$ cat src/core/dpl_consts.vh
`ifndef DPL_CONSTS_VH
`define DPL_CONSTS_VH

// Register byte offsets within the block window
`define DPL_OFF_STATUS 8'h00
`define DPL_OFF_ADDR_LO 8'h04
`define DPL_OFF_ADDR_HI 8'h08
`define DPL_OFF_IRQ_STAT 8'h0c
`define DPL_OFF_IRQ_CLR 8'h10
`define DPL_OFF_IRQ_EN 8'h14

// Status register field positions
`define DPL_LOGGED_BIT 31
`define DPL_OVERRUN_BIT 30
`define DPL_ADDRV_BIT 29
`define DPL_MODEL_HI 23
`define DPL_MODEL_LO 16
`define DPL_TGT_HI 7
`define DPL_TGT_LO 5
`define DPL_ORG_HI 4
`define DPL_ORG_LO 2
`define DPL_ACC_HI 1
`define DPL_ACC_LO 0

// Address register field positions
`define DPL_ALO_HI 31
`define DPL_ALO_LO 2
`define DPL_AHI_HI 15
`define DPL_AHI_LO 0

// Reset values
`define DPL_RST_STATUS 32'h0000_0000
`define DPL_RST_ADDR 32'h0000_0000
`define DPL_MODEL_VAL 8'h00

// Target class codes
`define DPL_TGT_GENERIC 3'h0
`define DPL_TGT_DRAM 3'h1
`define DPL_TGT_MMIO 3'h2
`define DPL_TGT_IO 3'h4
`define DPL_TGT_CFG 3'h5

// Origin class codes
`define DPL_ORG_GENERIC 3'h0
`define DPL_ORG_CPU 3'h1
`define DPL_ORG_IODEV 3'h2

// Access kind codes
`define DPL_ACC_GENERIC 2'h0
`define DPL_ACC_READ 2'h1
`define DPL_ACC_WRITE 2'h2
`define DPL_ACC_RMW 2'h3

// Interrupt event bits
`define DPL_IRQ_LOGGED 0
`define DPL_IRQ_OVERRUN 1
`define DPL_IRQ_W 2

// AHB encodings
`define DPL_HSIZE_WORD 3'h2

`endif

$ cat src/core/dpl_ahb_if.v
`timescale 1ns/1ps
`default_nettype none
`include "dpl_consts.vh"

module dpl_ahb_if (
   input wire hclk, // Bus clock
   input wire hresetn, // Async reset, active low
   input wire hsel, // Slave select
   input wire [31:0] haddr, // Address
   input wire [1:0] htrans, // Transfer type
   input wire hwrite, // Write when high
   input wire [2:0] hsize, // Transfer size
   input wire hready, // Bus ready
   output reg hreadyout, // Slave ready, registered
   output reg hresp, // Always OKAY
   output wire wr_stb, // Write commit pulse
   output wire rd_stb, // Read sample pulse
   output wire [31:0] acc_addr // Data phase address
);

   reg dphase_r;
   reg dwrite_r;
   reg dword_r;
   reg [31:0] daddr_r;
   wire accept;

   // Address phase taken on NONSEQ or SEQ with bus ready
   assign accept = hsel & htrans[1] & hready;

   // Data phase tracking; reads get one wait state
   always @(posedge hclk or negedge hresetn) begin
      if (!hresetn) begin
         dphase_r <= 1'b0;
         dwrite_r <= 1'b0;
         dword_r <= 1'b0;
         daddr_r <= 32'h0000_0000;
         hreadyout <= 1'b1;
         hresp <= 1'b0;
      end else begin
         hresp <= 1'b0;
         if (accept) begin
            dphase_r <= 1'b1;
            dwrite_r <= hwrite;
            dword_r <= (hsize == `DPL_HSIZE_WORD);
            daddr_r <= haddr;
            hreadyout <= hwrite;
         end else if (rd_stb) begin
            hreadyout <= 1'b1;
         end else if (hready) begin
            dphase_r <= 1'b0;
         end
      end
   end

   // Strobes toward the register file
   assign rd_stb = dphase_r & ~dwrite_r & ~hreadyout;
   assign wr_stb = dphase_r & dwrite_r & dword_r & hready;
   assign acc_addr = daddr_r;

endmodule
`default_nettype wire

$ cat src/core/dpl_irq_ctl.v
`timescale 1ns/1ps
`default_nettype none
`include "dpl_consts.vh"

module dpl_irq_ctl (
   input wire hclk, // Bus clock
   input wire hresetn, // Async reset, active low
   input wire [`DPL_IRQ_W-1:0] ev, // Event pulses
   input wire clr_we, // Clear register write
   input wire en_we, // Enable register write
   input wire [`DPL_IRQ_W-1:0] wdata, // Write data
   output reg [`DPL_IRQ_W-1:0] status, // Sticky events
   output reg [`DPL_IRQ_W-1:0] enable, // Event enables
   output reg irq // Level interrupt
);

   reg [`DPL_IRQ_W-1:0] status_nxt;
   reg [`DPL_IRQ_W-1:0] enable_nxt;

   // Sticky bits; a new event wins over a clear
   always @* begin
      status_nxt = status;
      enable_nxt = enable;
      if (clr_we) begin
         status_nxt = status & ~wdata;
      end
      status_nxt = status_nxt | ev;
      if (en_we) begin
         enable_nxt = wdata;
      end
   end

   // Registered state and interrupt level
   always @(posedge hclk or negedge hresetn) begin
      if (!hresetn) begin
         status <= {`DPL_IRQ_W{1'b0}};
         enable <= {`DPL_IRQ_W{1'b0}};
         irq <= 1'b0;
      end else begin
         status <= status_nxt;
         enable <= enable_nxt;
         irq <= |(status_nxt & enable_nxt);
      end
   end

endmodule
`default_nettype wire

$ cat src/core/dpl_error_log.v
`timescale 1ns/1ps
`default_nettype none
`include "dpl_consts.vh"


module dpl_error_log (
   input wire hclk, // Bus clock, 125 MHz
   input wire hresetn, // Cold reset, async, active low
   input wire hsel, // Slave select
   input wire [31:0] haddr, // Byte address
   input wire [1:0] htrans, // Transfer type
   input wire hwrite, // Write when high
   input wire [2:0] hsize, // Transfer size
   input wire [31:0] hwdata, // Write data
   input wire hready, // Bus ready
   output wire [31:0] hrdata, // Read data
   output wire hreadyout, // Slave ready
   output wire hresp, // Response, always OKAY
   input wire viol_detect, // Blocked transaction pulse
   input wire [2:0] viol_target_class, // Target class code
   input wire [2:0] viol_origin_class, // Requester class code
   input wire [1:0] viol_access_kind, // Access kind code
   input wire viol_has_address, // Address present
   input wire [47:2] violation_address, // Blocked address
   output wire irq // Level interrupt
);

   // Register window decode
   function hit;
      input [31:0] addr;
      input [7:0] off;
      begin
         hit = (addr[31:8] == 24'h00_0000) && (addr[7:0] == off);
      end
   endfunction

   // Reserved target codes fall back to generic
   function [2:0] clean_target;
      input [2:0] code;
      begin
         case (code)
            `DPL_TGT_DRAM: clean_target = `DPL_TGT_DRAM;
            `DPL_TGT_MMIO: clean_target = `DPL_TGT_MMIO;
            `DPL_TGT_IO: clean_target = `DPL_TGT_IO;
            `DPL_TGT_CFG: clean_target = `DPL_TGT_CFG;
            default: clean_target = `DPL_TGT_GENERIC;
         endcase
      end
   endfunction

   // Reserved origin codes fall back to generic
   function [2:0] clean_origin;
      input [2:0] code;
      begin
         case (code)
            `DPL_ORG_CPU: clean_origin = `DPL_ORG_CPU;
            `DPL_ORG_IODEV: clean_origin = `DPL_ORG_IODEV;
            default: clean_origin = `DPL_ORG_GENERIC;
         endcase
      end
   endfunction

   // Reset images of the log registers; fields are cut from these
   localparam [31:0] rst_status_img = `DPL_RST_STATUS;
   localparam [31:0] rst_addr_img = `DPL_RST_ADDR;

   // Bus front end wires
   wire wr_stb;
   wire rd_stb;
   wire [31:0] acc_addr;

   // Register select strobes
   wire wr_status;
   wire wr_addr_lo;
   wire wr_addr_hi;
   wire wr_irq_clr;
   wire wr_irq_en;

   // Register read selects
   wire rd_status;
   wire rd_addr_lo;
   wire rd_addr_hi;
   wire rd_irq_stat;
   wire rd_irq_en;

   // Status fields as carried by the write data
   wire sw_logged;
   wire sw_overrun;
   wire sw_addrv;
   wire [2:0] sw_target;
   wire [2:0] sw_origin;
   wire [1:0] sw_access;

   // Violation log state
   reg logged_r;
   reg overrun_r;
   reg addrv_r;
   reg [2:0] target_r;
   reg [2:0] origin_r;
   reg [1:0] access_r;
   reg [29:0] addr_lo_r;
   reg [15:0] addr_hi_r;
   reg [31:0] hrdata_r;

   // Next values
   reg logged_nxt;
   reg overrun_nxt;
   reg addrv_nxt;
   reg [2:0] target_nxt;
   reg [2:0] origin_nxt;
   reg [1:0] access_nxt;
   reg [29:0] addr_lo_nxt;
   reg [15:0] addr_hi_nxt;

   // Read mux output
   reg [31:0] rd_word;
   wire [31:0] status_word;

   // Interrupt side
   wire capture;
   wire overrun_ev;
   wire [`DPL_IRQ_W-1:0] irq_status;
   wire [`DPL_IRQ_W-1:0] irq_enable;
   wire [`DPL_IRQ_W-1:0] irq_ev;
   wire [31:0] irq_stat_word;
   wire [31:0] irq_en_word;

   // Violation inputs after code clean-up
   wire [2:0] viol_target_clean;
   wire [2:0] viol_origin_clean;
   wire addr_take;

   // AHB-Lite slave front end
   dpl_ahb_if dpl_ahb_if_inst (
      .hclk(hclk),
      .hresetn(hresetn),
      .hsel(hsel),
      .haddr(haddr),
      .htrans(htrans),
      .hwrite(hwrite),
      .hsize(hsize),
      .hready(hready),
      .hreadyout(hreadyout),
      .hresp(hresp),
      .wr_stb(wr_stb),
      .rd_stb(rd_stb),
      .acc_addr(acc_addr)
   );

   // Write decode per register
   assign wr_status = wr_stb & hit(acc_addr, `DPL_OFF_STATUS);
   assign wr_addr_lo = wr_stb & hit(acc_addr, `DPL_OFF_ADDR_LO);
   assign wr_addr_hi = wr_stb & hit(acc_addr, `DPL_OFF_ADDR_HI);
   assign wr_irq_clr = wr_stb & hit(acc_addr, `DPL_OFF_IRQ_CLR);
   assign wr_irq_en = wr_stb & hit(acc_addr, `DPL_OFF_IRQ_EN);

   // Read decode per register
   assign rd_status = hit(acc_addr, `DPL_OFF_STATUS);
   assign rd_addr_lo = hit(acc_addr, `DPL_OFF_ADDR_LO);
   assign rd_addr_hi = hit(acc_addr, `DPL_OFF_ADDR_HI);
   assign rd_irq_stat = hit(acc_addr, `DPL_OFF_IRQ_STAT);
   assign rd_irq_en = hit(acc_addr, `DPL_OFF_IRQ_EN);

   // Software view of the status fields
   assign sw_logged = hwdata[`DPL_LOGGED_BIT];
   assign sw_overrun = hwdata[`DPL_OVERRUN_BIT];
   assign sw_addrv = hwdata[`DPL_ADDRV_BIT];
   assign sw_target = hwdata[`DPL_TGT_HI:`DPL_TGT_LO];
   assign sw_origin = hwdata[`DPL_ORG_HI:`DPL_ORG_LO];
   assign sw_access = hwdata[`DPL_ACC_HI:`DPL_ACC_LO];

   // A violation is recorded only while no earlier one is held
   assign capture = viol_detect & ~logged_r;
   assign overrun_ev = viol_detect & logged_r;

   // Reserved class codes are logged as generic
   assign viol_target_clean = clean_target(viol_target_class);
   assign viol_origin_clean = clean_origin(viol_origin_class);
   assign addr_take = capture & viol_has_address;

   // Logged flag: hardware set wins over a software write
   always @* begin
      logged_nxt = logged_r;
      if (wr_status) begin
         logged_nxt = sw_logged;
      end
      if (capture) begin
         logged_nxt = 1'b1;
      end
   end

   // Overrun flag: set when a violation finds the log full
   always @* begin
      overrun_nxt = overrun_r;
      if (wr_status) begin
         overrun_nxt = sw_overrun;
      end
      if (overrun_ev) begin
         overrun_nxt = 1'b1;
      end
   end

   // Address valid follows whether the logged violation had an address
   always @* begin
      addrv_nxt = addrv_r;
      if (wr_status) begin
         addrv_nxt = sw_addrv;
      end
      if (capture) begin
         addrv_nxt = viol_has_address;
      end
   end

   // Error type fields: loaded by hardware, writable by software
   always @* begin
      target_nxt = target_r;
      origin_nxt = origin_r;
      access_nxt = access_r;
      if (wr_status) begin
         target_nxt = sw_target;
         origin_nxt = sw_origin;
         access_nxt = sw_access;
      end
      if (capture) begin
         target_nxt = viol_target_clean;
         origin_nxt = viol_origin_clean;
         access_nxt = viol_access_kind;
      end
   end

   // Captured address, only when the violation carries one
   always @* begin
      addr_lo_nxt = addr_lo_r;
      addr_hi_nxt = addr_hi_r;
      if (wr_addr_lo) begin
         addr_lo_nxt = hwdata[`DPL_ALO_HI:`DPL_ALO_LO];
      end
      if (wr_addr_hi) begin
         addr_hi_nxt = hwdata[`DPL_AHI_HI:`DPL_AHI_LO];
      end
      if (addr_take) begin
         addr_lo_nxt = violation_address[31:2];
         addr_hi_nxt = violation_address[47:32];
      end
   end

   // Status flags
   always @(posedge hclk or negedge hresetn) begin
      if (!hresetn) begin
         logged_r <= rst_status_img[`DPL_LOGGED_BIT];
         overrun_r <= rst_status_img[`DPL_OVERRUN_BIT];
         addrv_r <= rst_status_img[`DPL_ADDRV_BIT];
      end else begin
         logged_r <= logged_nxt;
         overrun_r <= overrun_nxt;
         addrv_r <= addrv_nxt;
      end
   end

   // Error type fields
   always @(posedge hclk or negedge hresetn) begin
      if (!hresetn) begin
         target_r <= rst_status_img[`DPL_TGT_HI:`DPL_TGT_LO];
         origin_r <= rst_status_img[`DPL_ORG_HI:`DPL_ORG_LO];
         access_r <= rst_status_img[`DPL_ACC_HI:`DPL_ACC_LO];
      end else begin
         target_r <= target_nxt;
         origin_r <= origin_nxt;
         access_r <= access_nxt;
      end
   end

   // Address registers clear on cold reset
   always @(posedge hclk or negedge hresetn) begin
      if (!hresetn) begin
         addr_lo_r <= rst_addr_img[`DPL_ALO_HI:`DPL_ALO_LO];
         addr_hi_r <= rst_addr_img[`DPL_AHI_HI:`DPL_AHI_LO];
      end else begin
         addr_lo_r <= addr_lo_nxt;
         addr_hi_r <= addr_hi_nxt;
      end
   end

   // Status word as software sees it
   assign status_word = {logged_r, overrun_r, addrv_r, 5'h00,
                         `DPL_MODEL_VAL, 8'h00,
                         target_r, origin_r, access_r};

   // Read mux; reserved bits and unmapped offsets read as zero
   always @* begin
      rd_word = 32'h0000_0000;
      if (rd_status) begin
         rd_word = status_word;
      end
      if (rd_addr_lo) begin
         rd_word = {addr_lo_r, 2'b00};
      end
      if (rd_addr_hi) begin
         rd_word = {16'h0000, addr_hi_r};
      end
      if (rd_irq_stat) begin
         rd_word = irq_stat_word;
      end
      if (rd_irq_en) begin
         rd_word = irq_en_word;
      end
   end

   // Read data register, loaded in the read wait cycle
   always @(posedge hclk or negedge hresetn) begin
      if (!hresetn) begin
         hrdata_r <= 32'h0000_0000;
      end else if (rd_stb) begin
         hrdata_r <= rd_word;
      end
   end

   assign hrdata = hrdata_r;

   // Interrupt registers widened to a bus word
   assign irq_stat_word = {30'h0000_0000, irq_status};
   assign irq_en_word = {30'h0000_0000, irq_enable};

   // Interrupt events: new record and overrun
   assign irq_ev[`DPL_IRQ_LOGGED] = capture;
   assign irq_ev[`DPL_IRQ_OVERRUN] = overrun_ev;

   dpl_irq_ctl dpl_irq_ctl_inst (
      .hclk(hclk),
      .hresetn(hresetn),
      .ev(irq_ev),
      .clr_we(wr_irq_clr),
      .en_we(wr_irq_en),
      .wdata(hwdata[`DPL_IRQ_W-1:0]),
      .status(irq_status),
      .enable(irq_enable),
      .irq(irq)
   );

endmodule
`default_nettype wire

$ cat config.mk
export PLATFORM = sky130hd
export DESIGN_NAME = dpl_error_log
export DESIGN_NICKNAME = d
export VERILOG_FILES = /design/src/core/dpl_ahb_if.v /design/src/core/dpl_irq_ctl.v /design/src/core/dpl_error_log.v
export VERILOG_INCLUDE_DIRS = /design/src /design/src/core
export SDC_FILE = /design/constraint.sdc
export NUM_CORES = 1
export LEC_CHECK = 0
export BUFFER_PORTS_ARGS = -buffer_cell sky130_fd_sc_hd__buf_2
export CAP_MARGIN = 15
export CORE_MARGIN = 2
export CORE_UTILIZATION = 50
export CTS_BUF_LIST = sky130_fd_sc_hd__clkbuf_16
export DETAILED_ROUTE_END_ITERATION = 12
export GPL_TIMING_DRIVEN = 0
export PLACE_DENSITY = 0.75
export SLEW_MARGIN = 10
export SYNTH_ARGS = -nofsm -noshare
export SYNTH_HDL_FRONTEND = slang
export SYNTH_HIERARCHICAL = 1
export SYNTH_SLANG_ARGS = --single-unit
$ cat constraint.sdc
create_clock -name hclk -period 5.65 [get_ports hclk]
set_input_delay 0.2825 -clock hclk [delete_from_list [all_inputs] [get_ports hclk]]
set_output_delay 0.2825 -clock hclk [all_outputs]
set_load 0.01 [all_outputs]
==> key figures <==
Critical path
  • Max FO, Critical Path: 10
  • CP Class: reg2reg
  • Crit end category: flop
  • Worst EP arrival: between 3 and 4 ns
  • Worst Path Required: 5.94 ns
  • CP startpoint kind: flop

Yosys
  • Synthesized cell area: 6237 um2
  • Unique masters post-synth: 50
  • FF+latch count, synth: 130
  • Synth async-reset ratio: 100.0%
  • Sequential area share after synthesis: between 50% and 60%
  • Post-synth EDFFs: 0
  • Synth Warn #: 6
  • Main synth FF type: dfrtp_1
  • Synthesized net count: around 600
  • Syn_area_per_cell: 12.86 um2
  • Cell count after synthesis: just under 500

Clock network
  • Clk buf depth: 2
  • # H-tree levels: 4
  • Root buffer cell: clkbuf_16
  • Clock transition at path regs: 0.05 ns
  • CTS tree: yes
  • Clock latency at the later pin of the worst-skew pair: 0.42 ns
  • CTS Buf Count: 17
  • Sink count of the clock tree: 130

Job
  • Max-cap violations: 0

Floorplanning
  • Chip Height: roughly 120 um
  • Initial Util: 51.50%
  • Ports: roughly 170
  • Die width: between 100 and 150 um
  • Core ar.: 12110 um2
  • Row cnt: 40
  • Die area: about 13000 um2

Placed design
  • Pre-CTS WS: 2.826 ns
  • Post-Place Cells: a little over 800
  • Placed cell area: 7292 um2
  • Detailed-placement wirelength estimate: about 11000 um
  • Final GP Congestion: between 0.8 and 0.9
  • Buffers on Ports: 162

Drt
  • Via/cell ratio: 5.443
  • Vias: 4616
  • DR DRC count: 0
  • DRT iter0 DRCs: 340
  • Routed WL: about 15000 um
  • Antenna viol nets, final: 0
  • TritonRoute pass-1 iters: 5
  • Avg WL per Cell: ~18 um

Timing
  • Final period util: a little over half
  • Worst setup skew after layout: roughly 0.0097 ns
  • Worst Slack Setup Final: 2.700 ns
  • Slew HR: between 50% and 60%
  • RSZ-0062 raised after global routing: false
  • F_max: 339.0 MHz
  • Worst Max-Slew Pin Slew: 0.6854 ns
  • Hold Slack: between 0.09 and 0.1 ns
  • Final worst path period need: a little under 3 ns
  • Final Max Tran Viols: 0
  • Final setup vio count: 0
  • Final hold vios: 0
  • TNS Setup: 0 ns

Finish
  • Proportion of layout cells with a drive suffix above 1: about half
  • Finished Cell Area: between 7000 and 8000 um2
  • Nets@finish: around 800
  • Finished Layout Cells: ~850
  • Fill cells: a little under 1000
  • Finished Core Util: between 60% and 70%
  • Layout area overhead: 25.24%

Pwr
  • Worst IR drop on VDD: ~230 uV
  • Leakage: 3.924 nW
  • Total power: 2.298 mW
  • PwrDens: slightly below 300 nW/um2

Worst hold path
  • HP Class: in2reg

GRT
  • GRT overflow: 0
  • Number of global-route vias before repair: around 4900
  • First-pass GRT wire length: 24010 um
  • Initial antenna violation count: 2
  • GRT Overall Usage: approximately a quarter
  • Largest net degree at the start of global routing: 91

Status
  • Status: finished clean
## Yosys cell counts (all sizes together), types with 2 or more instances
| cell type | number | area share [%] |
|---|---|---|
| dfrtp | 129 | 52 |
| mux2 | 128 | 26 |
| inv | 49 | 2.9 |
| o22ai | 32 | 3.2 |
| buf | 18 | 2.0 |
| nand2 | 15 | 0.90 |
| clkbuf | 13 | 0.80 |
| a22oi | 11 | 1.3 |
| and3 | 9 | 0.90 |
| nor2 | 8 | 0.60 |
| nor4 | 7 | 0.70 |
| a222oi | 6 | 0.96 |
| mux2i | 5 | 0.80 |
| nand3 | 5 | 0.60 |
| a32oi | 4 | 0.56 |
| and4 | 4 | 0.56 |
| o21ai | 4 | 0.32 |
| nand3b | 3 | 0.36 |
| nand4 | 3 | 0.54 |
| nor4b | 3 | 0.62 |
| o211ai | 3 | 0.36 |
| a21o | 2 | 0.24 |
| a21oi | 2 | 0.16 |
| a31oi | 2 | 0.20 |
| and2 | 2 | 0.20 |
| and4b | 2 | 0.32 |
| nand2b | 2 | 0.32 |
| nor3b | 2 | 0.24 |
| o2bb2ai | 2 | 0.28 |
## where the power goes
| group | leakage [nW] | switching [mW] | internal (mW) |
|---|---|---|---|
| clock network | 0.262 | 0.368 | 0.582 |
| logic | 1.99 | 0.115 | 0.165 |
| registers | 1.67 | 0.0537 | 1.02 |
## per-layer routing
metal	up-vias	wire, um	global-route usage [%]
li1	2130	-	-
met1	2299	6372	29.79
met2	158	7571	38.95
met3	29	793	5.387
met4	0	371	10.87
met5	-	0	0
## timing repair
item / 4_1_cts / 5_1_grt
setup buffers: 0 / 0
gates resized for setup: 0 / 0
endpoints found under the setup margin: 0 / 0
endpoints found under the hold margin: 40 / 0
hold buffers: 1 / 0
## area by class of cell
class / instances / area (um2) / share of cell area, %
multi-input combinational: 275 / 2624 / 33.59
antenna: 2 / 5.005 / 0.06407
buffer: 31 / 175.2 / 2.243
inverter: 49 / 183.9 / 2.355
timing repair buffer: 164 / 854.6 / 10.94
tap: 168 / 210.2 / 2.691
clock inverter: 12 / 78.83 / 1.009
clock buffer: 17 / 425.4 / 5.446
sequential: 130 / 3254 / 41.66
## worst paths after layout
path,start,endpoint,slack [ns],cells after the start
worst max-delay path,dpl_ahb_if_inst/acc_addr[9]$_DFFE_PN0P_,dpl_irq_ctl_inst/irq$_DFF_PN0_,2.70,8
worst min-delay path,hwdata[23],addr_lo_r[21]$_DFFE_PN0P_,0.1,2
worst max register to register,dpl_ahb_if_inst/acc_addr[9]$_DFFE_PN0P_,dpl_irq_ctl_inst/irq$_DFF_PN0_,2.70,8
worst min register to register,dpl_ahb_if_inst/dword_r$_DFFE_PN0P_,dpl_ahb_if_inst/dword_r$_DFFE_PN0P_,0.50,1
max in group asynchronous,hresetn,addr_lo_r[16]$_DFFE_PN0P_,4.51,3
min in group asynchronous,hresetn,dpl_ahb_if_inst/acc_addr[19]$_DFFE_PN0P_,0.38,2
## critical path: stages (launching register included)
cell and delay, ns:
dfrtp_1 0.38, nor4_1 0.49, and4_1 0.30, buf_2 0.20
buf_2 0.25, nand2_1 0.16, nor3b_1 0.46, mux2_4 0.35
a22o_1 0.24
## logic make-up (layout without fill, tap and decap cells)
kind of cell | Yosys count | after routing | synth area share (%)
buf+inv | 80 | 273 | 5.757
mux | 133 | 133 | 26.32
flops | 130 | 130 | 52.18
simple gates | 70 | 70 | 7.542
other cells | 1 | 3 | 0.06012
compound gates | 71 | 71 | 8.144
## cells in the final DEF (no fill, tap or decap), drive strengths merged, types with 3 or more instances in the layout
| cell type | instances |
|---|---|
| nand4 | 3 |
| o22ai | 32 |
| o211ai | 3 |
| mux2 | 128 |
| and3 | 9 |
| a22oi | 11 |
| o21ai | 4 |
| dfrtp | 129 |
| a222oi | 6 |
| nand2 | 15 |
| mux2i | 5 |
| nand3 | 5 |
| clkinv | 9 |
| clkbuf | 30 |
| inv | 51 |
| nand3b | 3 |
| buf | 181 |
| nor2 | 8 |
| and4 | 4 |
| nor4b | 3 |
| nor4 | 7 |
| a32oi | 4 |
## flip-flops by register name, indices dropped and copies added (netlist names)
register,cells
dpl_ahb_if_inst/dphase_r,1
dpl_irq_ctl_inst/status,2
dpl_irq_ctl_inst/irq,1
addr_lo_r,30
addr_hi_r,16
dpl_ahb_if_inst/hreadyout,1
target_r,3
hrdata,32
dpl_ahb_if_inst/dword_r,1
dpl_irq_ctl_inst/enable,2
addrv_r,1
dpl_ahb_if_inst/dwrite_r,1
dpl_ahb_if_inst/acc_addr,32
origin_r,3
logged_r,1
overrun_r,1
access_r,2
No activity file was read; power rests on OpenSTA's default activity.
